<file path="src/pkg/mie_pkg.sv">
// Package of register offsets, field layouts and reset values for the MAC interrupt enable block.
package mie_pkg;

  // ==========================================================================
  // Bus widths
  // ==========================================================================
  localparam int unsigned ADDR_W = 32;
  localparam int unsigned DATA_W = 32;

  // ==========================================================================
  // Register byte addresses
  // ==========================================================================
  localparam logic [ADDR_W-1:0] MAC_IRQ_ENABLE_ADDR = 32'hb00030ac;
  localparam logic [ADDR_W-1:0] MAC_IRQ_STATUS_ADDR = 32'hb00030b0;
  localparam logic [ADDR_W-1:0] EVENT_STATUS_ADDR = 32'hb00030c0;
  localparam logic [ADDR_W-1:0] EVENT_MASK_ADDR = 32'hb00030c4;

  // ==========================================================================
  // Field positions
  // ==========================================================================
  localparam int unsigned TX_MASTER_BIT = 16;
  localparam int unsigned RX_MASTER_BIT = 0;
  localparam int unsigned TX_SRC_HI = 24;
  localparam int unsigned TX_SRC_LO = 17;
  localparam int unsigned RX_SRC_HI = 7;
  localparam int unsigned RX_SRC_LO = 1;
  localparam int unsigned RX_PAUSE_BIT = 14;
  localparam int unsigned RX_BUS_FAULT_BIT = 11;
  localparam int unsigned RX_NO_DESC_BIT = 10;
  localparam int unsigned RX_EARLY_BIT = 9;
  localparam int unsigned RX_MAXLEN_BIT = 8;
  localparam int unsigned EVT_TX_BIT = 1;
  localparam int unsigned EVT_RX_BIT = 0;

  // Writable bits of the enable register; all others are reserved.
  localparam logic [DATA_W-1:0] TX_SRC_MASK = 32'h01fe0000;
  localparam logic [DATA_W-1:0] RX_SRC_MASK = 32'h00004ffe;
  localparam logic [DATA_W-1:0] MASTER_MASK = 32'h00010001;
  localparam logic [DATA_W-1:0] ENABLE_MASK = TX_SRC_MASK | RX_SRC_MASK | MASTER_MASK;

  // ==========================================================================
  // Reset values
  // ==========================================================================
  localparam logic [DATA_W-1:0] MAC_IRQ_ENABLE_RST = 32'h00000000;
  localparam logic [DATA_W-1:0] MAC_IRQ_STATUS_RST = 32'h00000000;
  localparam logic [1:0] EVENT_STATUS_RST = 2'h0;
  localparam logic [1:0] EVENT_MASK_RST = 2'h0;

endpackage : mie_pkg

</file>
<file path="src/design/mie_irq_enable.sv">
// MAC interrupt enable, status and transmit/receive interrupt generation.
//
// Added by the designer: strobed register access.

// Functional notes
// - Separate transmit and receive interrupt lines.
// - Transmit source enables at bits 24 to 17.
// - Transmit irq needs status, source enable, master.
// - Transmit master cleared blocks all transmit irqs.
// - Cleared source enable excludes its status bit.
// - Receive enables at bits 14, 11..8.
// - Receive source enables at bits 7 to 1.
// - Receive irq needs master bit 0 and status.
// - Receive master cleared blocks all receive irqs.
// - Disabled receive source never contributes.
// - Enable register resets to zero.
// - Writing one clears a status bit.
module mie_irq_enable (
  // Clock and reset
  input wire logic ref_clk,
  input wire logic rst_n,
  // Register port
  input wire logic [mie_pkg::ADDR_W-1:0] regAddr,
  input wire logic [mie_pkg::DATA_W-1:0] regWrData,
  input wire logic regWrite,
  input wire logic regRead,
  output logic [mie_pkg::DATA_W-1:0] regRdData,
  // Status events from the MAC datapath, one-cycle pulses per bit
  input wire logic [mie_pkg::DATA_W-1:0] statusSet,
  // Interrupts toward the CPU
  output logic transmitIrq,
  output logic receiveIrq,
  output logic eventIrq
);
  import mie_pkg::*;

  // ==========================================================================
  // Registers
  // ==========================================================================
  logic [DATA_W-1:0] enable_reg;
  logic [DATA_W-1:0] status_reg;
  logic [1:0] evtStatus_reg;
  logic [1:0] evtMask_reg;
  logic txIrq_reg;
  logic rxIrq_reg;
  logic evtIrq_reg;
  logic [DATA_W-1:0] rdData_reg;

  logic wrEnable;
  logic wrStatus;
  logic wrEvtStatus;
  logic wrEvtMask;
  logic rdEvtStatus;
  logic txCombined;
  logic rxCombined;
  logic txIrq_next;
  logic rxIrq_next;
  logic [1:0] evtRise;
  logic [DATA_W-1:0] statusView;
  logic [DATA_W-1:0] rdData_next;

  assign wrEnable = regWrite && (regAddr == MAC_IRQ_ENABLE_ADDR);
  assign wrStatus = regWrite && (regAddr == MAC_IRQ_STATUS_ADDR);
  assign wrEvtStatus = regWrite && (regAddr == EVENT_STATUS_ADDR);
  assign wrEvtMask = regWrite && (regAddr == EVENT_MASK_ADDR);
  assign rdEvtStatus = regRead && (regAddr == EVENT_STATUS_ADDR);

  // ==========================================================================
  // Named enable fields
  // ==========================================================================
  // Each source is spelled out by name so that a wrong bit position shows up
  // as a wrong name here, not as a silent slip inside a mask constant.
  logic transmitMasterEnable;
  assign transmitMasterEnable = enable_reg[TX_MASTER_BIT];
  logic receiveMasterEnable;
  assign receiveMasterEnable = enable_reg[RX_MASTER_BIT];
  logic enTransmitBusFault;
  assign enTransmitBusFault = enable_reg[TX_SRC_LO + 7];
  logic enTransmitNoDescriptor;
  assign enTransmitNoDescriptor = enable_reg[TX_SRC_LO + 6];
  logic enLateCollision;
  assign enLateCollision = enable_reg[TX_SRC_LO + 5];
  logic enTransmitAborted;
  assign enTransmitAborted = enable_reg[TX_SRC_LO + 4];
  logic enNoCarrier;
  assign enNoCarrier = enable_reg[TX_SRC_LO + 3];
  logic enDeferralOvertime;
  assign enDeferralOvertime = enable_reg[TX_SRC_LO + 2];
  logic enTransmitDone;
  assign enTransmitDone = enable_reg[TX_SRC_LO + 1];
  logic enTransmitUnderflow;
  assign enTransmitUnderflow = enable_reg[TX_SRC_LO];
  logic enPauseFrameSeen;
  assign enPauseFrameSeen = enable_reg[RX_PAUSE_BIT];
  logic enReceiveBusFault;
  assign enReceiveBusFault = enable_reg[RX_BUS_FAULT_BIT];
  logic enReceiveNoDescriptor;
  assign enReceiveNoDescriptor = enable_reg[RX_NO_DESC_BIT];
  logic enEarlyNotice;
  assign enEarlyNotice = enable_reg[RX_EARLY_BIT];
  logic enMaxLengthExceeded;
  assign enMaxLengthExceeded = enable_reg[RX_MAXLEN_BIT];
  logic enManyMissed;
  assign enManyMissed = enable_reg[RX_SRC_LO + 6];
  logic enShortFrame;
  assign enShortFrame = enable_reg[RX_SRC_LO + 5];
  logic enAlignmentFault;
  assign enAlignmentFault = enable_reg[RX_SRC_LO + 4];
  logic enReceiveOk;
  assign enReceiveOk = enable_reg[RX_SRC_LO + 3];
  logic enFrameTooLong;
  assign enFrameTooLong = enable_reg[RX_SRC_LO + 2];
  logic enReceiveOverflow;
  assign enReceiveOverflow = enable_reg[RX_SRC_LO + 1];
  logic enChecksumFault;
  assign enChecksumFault = enable_reg[RX_SRC_LO];

  // ==========================================================================
  // Named status fields
  // ==========================================================================
  logic transmitBusFault;
  assign transmitBusFault = status_reg[TX_SRC_LO + 7];
  logic transmitNoDescriptor;
  assign transmitNoDescriptor = status_reg[TX_SRC_LO + 6];
  logic lateCollision;
  assign lateCollision = status_reg[TX_SRC_LO + 5];
  logic transmitAborted;
  assign transmitAborted = status_reg[TX_SRC_LO + 4];
  logic noCarrier;
  assign noCarrier = status_reg[TX_SRC_LO + 3];
  logic deferralOvertime;
  assign deferralOvertime = status_reg[TX_SRC_LO + 2];
  logic transmitDone;
  assign transmitDone = status_reg[TX_SRC_LO + 1];
  logic transmitUnderflow;
  assign transmitUnderflow = status_reg[TX_SRC_LO];
  logic pauseFrameSeen;
  assign pauseFrameSeen = status_reg[RX_PAUSE_BIT];
  logic receiveBusFault;
  assign receiveBusFault = status_reg[RX_BUS_FAULT_BIT];
  logic receiveNoDescriptor;
  assign receiveNoDescriptor = status_reg[RX_NO_DESC_BIT];
  logic earlyNotice;
  assign earlyNotice = status_reg[RX_EARLY_BIT];
  logic maxLengthExceeded;
  assign maxLengthExceeded = status_reg[RX_MAXLEN_BIT];
  logic manyMissed;
  assign manyMissed = status_reg[RX_SRC_LO + 6];
  logic shortFrame;
  assign shortFrame = status_reg[RX_SRC_LO + 5];
  logic alignmentFault;
  assign alignmentFault = status_reg[RX_SRC_LO + 4];
  logic receiveOk;
  assign receiveOk = status_reg[RX_SRC_LO + 3];
  logic frameTooLong;
  assign frameTooLong = status_reg[RX_SRC_LO + 2];
  logic receiveOverflow;
  assign receiveOverflow = status_reg[RX_SRC_LO + 1];
  logic checksumFault;
  assign checksumFault = status_reg[RX_SRC_LO];

  // ==========================================================================
  // Enable register
  // ==========================================================================
  always_ff @(posedge ref_clk or negedge rst_n) begin
    if (!rst_n) begin
      enable_reg <= MAC_IRQ_ENABLE_RST;
    end else if (wrEnable) begin
      // Reserved bits are never stored, so they always read back as zero.
      enable_reg <= regWrData & ENABLE_MASK;
    end
  end

  // ==========================================================================
  // Status register
  // ==========================================================================
  // A source pulse in the same cycle as a write-one clear keeps the bit set,
  // so no event is lost to a racing clear.
  always_ff @(posedge ref_clk or negedge rst_n) begin
    if (!rst_n) begin
      status_reg <= MAC_IRQ_STATUS_RST;
    end else begin
      status_reg <= ((status_reg & ~(wrStatus ? regWrData : '0)) | statusSet)
                    & (TX_SRC_MASK | RX_SRC_MASK);
    end
  end

  // ==========================================================================
  // Interrupt combination
  // ==========================================================================
  always_comb begin
    // Each status bit only counts through its own enable bit.
    txCombined = (transmitBusFault & enTransmitBusFault)
                 | (transmitNoDescriptor & enTransmitNoDescriptor)
                 | (lateCollision & enLateCollision)
                 | (transmitAborted & enTransmitAborted)
                 | (noCarrier & enNoCarrier)
                 | (deferralOvertime & enDeferralOvertime)
                 | (transmitDone & enTransmitDone)
                 | (transmitUnderflow & enTransmitUnderflow);
    rxCombined = (pauseFrameSeen & enPauseFrameSeen)
                 | (receiveBusFault & enReceiveBusFault)
                 | (receiveNoDescriptor & enReceiveNoDescriptor)
                 | (earlyNotice & enEarlyNotice)
                 | (maxLengthExceeded & enMaxLengthExceeded)
                 | (manyMissed & enManyMissed)
                 | (shortFrame & enShortFrame)
                 | (alignmentFault & enAlignmentFault)
                 | (receiveOk & enReceiveOk)
                 | (frameTooLong & enFrameTooLong)
                 | (receiveOverflow & enReceiveOverflow)
                 | (checksumFault & enChecksumFault);
    // The receive line uses its own master bit, not the transmit one.
    txIrq_next = txCombined && transmitMasterEnable;
    rxIrq_next = rxCombined && receiveMasterEnable;
  end

  always_ff @(posedge ref_clk or negedge rst_n) begin
    if (!rst_n) begin
      txIrq_reg <= 1'b0;
      rxIrq_reg <= 1'b0;
    end else begin
      txIrq_reg <= txIrq_next;
      rxIrq_reg <= rxIrq_next;
    end
  end

  // ==========================================================================
  // Event summary: rising edges of the two interrupt lines
  // ==========================================================================
  assign evtRise = {txIrq_next & ~txIrq_reg, rxIrq_next & ~rxIrq_reg};

  // Reading the summary clears it, but a rise in that same cycle survives.
  always_ff @(posedge ref_clk or negedge rst_n) begin
    if (!rst_n) begin
      evtStatus_reg <= EVENT_STATUS_RST;
    end else begin
      evtStatus_reg <= (rdEvtStatus ? 2'h0 : evtStatus_reg) | evtRise;
    end
  end

  always_ff @(posedge ref_clk or negedge rst_n) begin
    if (!rst_n) begin
      evtMask_reg <= EVENT_MASK_RST;
    end else if (wrEvtMask) begin
      evtMask_reg <= regWrData[1:0];
    end
  end

  always_ff @(posedge ref_clk or negedge rst_n) begin
    if (!rst_n) begin
      evtIrq_reg <= 1'b0;
    end else begin
      evtIrq_reg <= |(((rdEvtStatus ? 2'h0 : evtStatus_reg) | evtRise) & evtMask_reg);
    end
  end

  // ==========================================================================
  // Read path
  // ==========================================================================
  // The combined bits of the status view show the live OR of enabled sources.
  always_comb begin
    statusView = status_reg;
    statusView[TX_MASTER_BIT] = txCombined;
    statusView[RX_MASTER_BIT] = rxCombined;
    rdData_next = '0;
    if (regRead) begin
      unique case (regAddr)
        MAC_IRQ_ENABLE_ADDR: rdData_next = enable_reg;
        MAC_IRQ_STATUS_ADDR: rdData_next = statusView;
        EVENT_STATUS_ADDR: rdData_next = {30'h0, evtStatus_reg};
        EVENT_MASK_ADDR: rdData_next = {30'h0, evtMask_reg};
        default: rdData_next = '0;
      endcase
    end
  end

  always_ff @(posedge ref_clk or negedge rst_n) begin
    if (!rst_n) begin
      rdData_reg <= '0;
    end else begin
      rdData_reg <= rdData_next;
    end
  end

  assign regRdData = rdData_reg;
  assign transmitIrq = txIrq_reg;
  assign receiveIrq = rxIrq_reg;
  assign eventIrq = evtIrq_reg;

  // wrEvtStatus is decoded for completeness; the summary is read-to-clear only.
  logic unusedWr;
  assign unusedWr = wrEvtStatus;

endmodule // mie_irq_enable

</file>
<file path="config.mk">
export PLATFORM = sky130hd
export DESIGN_NAME = mie_irq_enable
export DESIGN_NICKNAME = d
export VERILOG_FILES = /design/src/pkg/mie_pkg.sv /design/src/design/mie_irq_enable.sv
export SDC_FILE = /design/constraint.sdc
export NUM_CORES = 1
export LEC_CHECK = 0
export ABC_AREA = 1
export CORE_MARGIN = 5
export CORE_UTILIZATION = 31
export DETAILED_ROUTE_END_ITERATION = 16
export DONT_BUFFER_PORTS = 1
export HOLD_SLACK_MARGIN = 0.06
export SLEW_MARGIN = 0
export SYNTH_ARGS = -nofsm -noshare
export SYNTH_HDL_FRONTEND = slang
export SYNTH_SLANG_ARGS = --single-unit
</file>
<file path="constraint.sdc">
create_clock -name ref_clk -period 1.85 [get_ports ref_clk]
set_clock_uncertainty 0.1 [all_clocks]
set_input_delay 0.0925 -clock ref_clk [delete_from_list [all_inputs] [get_ports ref_clk]]
set_output_delay 0.0925 -clock ref_clk [all_outputs]
set_load 0.05 [all_outputs]
</file>
Word-level counts from Yosys, hierarchy flattened
Cells that the tools add are included.
W data, S select, Z words.
- eq/ne operators: 4
- muxes and demuxes: 4
- bitwise gates (word level): 47
- reductions and logical operators: 7
- operators by type and width (cell ; number):
    $eq A32 B32 Y1 const B ; 4
    $pmux W25 S4 ; 1
    $mux W32 ; 1
    $and A25 B25 Y25 ; 1
    $mux W25 ; 1
    $not A25 Y25 ; 1
    $or A25 B25 Y25 ; 1
    $and A1 B1 Y1 ; 22
    $or A1 B1 Y1 ; 18
    $logic_and A1 B1 Y1 ; 6
    $and A2 B2 Y2 ; 1
    $mux W2 ; 1
    $not A1 Y1 ; 2
    $or A2 B2 Y2 ; 1
    $reduce_or A2 Y1 ; 1
- flip-flop bits (word level): 81
- input bits: 100
- output and inout port bits: 35
- logic and storage cells: 70

Longest topological paths before layout
- depth after elaboration: 17
- mapped depth: 13

Worst setup path before layout
No wires, ideal clock.
- path kind: input port to flip-flop
- start: input port regAddr[11] (netlist name)
- end: register enable_reg[1]
- setup time: 0.118 ns
- data arrival time: 1.152 ns
- required time: 1.632 ns
- setup slack: 0.480 ns
- cell stages on the path: 9
- buffers on the path: 2
- cells stage by stage: nor2_1 nand4_1 nor2_2 and2_4 buf_12 nand2_4 buf_6 nand2_1 o21ai_2
- cells in the longest elaborated chain, start to end: 2
- RTL lines (what ; line ; source):
    from (decl) ; mie_irq_enable.sv:23 ; input wire logic [mie_pkg::ADDR_W-1:0] regAddr,
    $eq A32 B32 Y1 ; mie_irq_enable.sv:62 ; assign wrEnable = regWrite && (regAddr == MAC_IRQ_ENABLE_ADDR);
    $logic_and A1 B1 Y1 ; mie_irq_enable.sv:62 ;
    to (signal assigned) ; mie_irq_enable.sv:170 ; enable_reg <= regWrData & ENABLE_MASK;
    to (decl) ; mie_irq_enable.sv:40 ; logic [DATA_W-1:0] enable_reg;
Every way passes these cells.
A chain may end at the register's enable or synchronous reset.

Worst setup path after layout
- start: input port regAddr[3] (netlist name)
- end: register enable_reg[16]
The elaborated chain is that of the path after synthesis.

==> reports/qor.yml <==
dieWidth_um: 117
required_ns: 2.02
period_share_pct: 93.4
synth_top_area_share_pct: 50.1
die_h_um: 117
powerDensity_nw_per_um2: 736
drt-total-wl_mm: 8.99
final_util_pct: 41.5
hold_ws_ns: -0.641
yosys_warnings: 0
reg2reg_to: "regRdData[0]$_DFF_PN0_"
synth.avg_cell_area_sq_um: 7.76
drv_cap: 0
r2r-start: "enable_reg[9]$_DFFE_PN0P_"
yosysUniqueCellTypes: 25
cts_sinks: 71
drive_gt1_share_pct: 11.5
cp-start-kind: "primary input"
viasPerCell: 4.35
drv_slew: 0
hold_path.class: "in2async"
die_area_sq_um: 13700
synth_top_family_by_area: "simple AND/OR/NAND/NOR gates"
htreeDepth: 3
place_hpwl_mm: 5.90
crit_arrival_ns: 1.89
synth_top_area_cell: "dfrtp_1"
cp_common_cell: "dlygate4sd3_1"
cp_max_fo: 5
violations: "negative hold slack"
path_clk_slew_ns: 0.05
irDropWorstVdd_mv: 0.657
rsz0062_at_grt: "false"
tritoncts: "done"
numCtsBuffers: 9
yosys.area_share.adder_pct: 0
period_needed_ns: 1.73
io_buffers: 0
wl_per_cell_um: 13.2
clkLatencyLatePin_ns: 0.33
status: "finished with violations"
crit_type: "in2reg"
slowest_stage: "dlygate4sd3_1"
hold_viol: 71
vias: 2969
r2r_cells: 8
crit_path_max_incr_delay_ns: 0.56
gr-usage-all-layers_pct: 14.1
syn_to_final_growth_pct: 32.5
r2r_slack_ns: 0.38
ys_seq_area_share_pct: 50.1
layout_setup_ws_ns: 0.121
grt_max_degree: 72
cts_buffer_depth: 2
finalSetupTns_ns: 0
crit_path_end_kind: "register"
place_ws_ns: 0.0238
antenna_found_initial: 1
path_cells: "dlygate4sd3_1 > nand4_2 > nor2_4 > and2_4 > nand3_1 > dlygate4sd3_1 > nand2_1"
yosys_register_bits: 71
ant_nets: 0
grt_pass1_vias: 2944
yosys.area_share.simple_pct: 28.4
fillers: 1145
io_pins: 135
nets: 635
synth_compound_area_share_pct: 8.51
root_buffer: "clkbuf_16"
drt_iter0_drc: 177
std_cell_rows: 39
syn_area_sq_um: 3540
gr-total-overflow: 0
synth_area_leaders: "dfrtp_1 50%, nand2_1 17%, inv_1 7.7%, nor2_1 5.6%, o21ai_2 5.2%"
core_area_sq_um: 11300
max_freq_ghz: 0.579
synth_cells: 457
start_util_pct: 31.3
first_pass_iters: 5
synth.mux.area_fraction_pct: 0
power.leakage_nw: 2.18
place_congestion: 0.854
setup-violations-final: 0
grt_pass1_wl_mm: 14.8
drc: 0
synth_xor_area_share_pct: 0
## repair_timing
| item | 4_1_cts | 5_1_grt |
|---|---|---|
| hold buffers | 68 | 1 |
| endpoints found under the hold margin | 122 | 79 |
| setup endpoints to repair | 0 | 64 |
| gates resized for setup | 0 | 18 |
| setup buffers | 0 | 4 |
## area by class of cell
class                      instances  area, sq um  share of cell area [%]
antenna                            1         2.50                  0.0533
multi-input combinational        299         1370                    29.2
tap                              143          179                    3.81
clock inverter                     4         45.0                   0.959
timing repair buffer              80          790                    16.8
inverter                          74          278                    5.91
sequential                        71         1780                    37.8
clock buffer                      11          253                    5.38
## synth_stat cells
| master | n |
|---|---|
| a21oi_1 | 1 |
| clkbuf_1 | 2 |
| nand4_1 | 4 |
| nand3_1 | 15 |
| o21ai_0 | 21 |
| buf_12 | 1 |
| nor2_4 | 1 |
| nor2_2 | 5 |
| o21ai_2 | 21 |
| and2_4 | 1 |
| inv_1 | 73 |
| o21bai_1 | 1 |
| conb_1 | 1 |
| dfrtp_1 | 71 |
| nand3b_1 | 3 |
| nand2_4 | 1 |
| inv_2 | 1 |
| nand4_2 | 1 |
| nand2_1 | 159 |
| nor2_1 | 53 |
| buf_2 | 4 |
| nand2_2 | 1 |
| and2_1 | 1 |
| buf_4 | 10 |
| buf_6 | 5 |
## worst max-delay path, delay by kind of cell
kind	cells	cell delay [ns]
buffers and inverters	2	1.11
and+or+nand+nor	5	0.68
## layout by cell type, fill, tap and decap left out, types with 2 or more instances in the layout
cell / count
conb_1: 10
clkbuf_16: 9
nand3b_1: 3
clkbuf_8: 2
dlygate4sd3_1: 69
nand2_1: 159
o21ai_0: 11
inv_1: 73
o21ai_1: 10
nor2_1: 49
nor2_4: 3
buf_4: 9
clkinv_2: 3
nor2_2: 7
o21ai_2: 21
nand3_1: 15
dfrtp_1: 71
nand4_1: 4
## power breakdown
group	internal (mW)	switching (mW)
Clock	1.10	0.614
Combinational	0.0826	0.104
Sequential	1.55	0.00000000641
## per-stage QoR
step / instance area, sq um / power, mW / hold WS, ns / cells
2_1_floorplan: 3580 / 1.69 / -0.303 / 466
3_3_place_gp: 3640 / 1.68 / -0.301 / 594
3_5_place_dp: 3640 / 1.68 / -0.301 / 594
4_1_cts: 4620 / 3.52 / -0.660 / 677
5_1_grt: 4700 / 3.60 / -0.666 / 683
6_report: 4700 / 3.46 / -0.641 / 683
## how the worst max path moves through the flow
stage,startpoint,to,cells past startpoint
floorplan,regAddr[11],enable_reg[1]$_DFFE_PN0P_,9
global placement,regAddr[23],enable_reg[18]$_DFFE_PN0P_,9
detailed placement,regAddr[25],enable_reg[9]$_DFFE_PN0P_,9
CTS,regAddr[3],enable_reg[16]$_DFFE_PN0P_,7
global route,regAddr[0],status_reg[4]$_DFF_PN0_,10
finish,regAddr[3],enable_reg[16]$_DFFE_PN0P_,7
## routing by layer
layer | GRT usage (%) | share of wire, %
met3 | 4.88 | 7.1
met5 | 0 | 0
met4 | 4.20 | 1.7
met1 | 17.1 | 42
met2 | 23.5 | 49
## logic make-up after synthesis
family,Yosys count
AO/OA/AOI/OAI,44
buffers and inverters,96
AND/OR/NAND/NOR,245
flip-flops,71
other,1
Note: power is estimated with default switching activity, not from simulation.
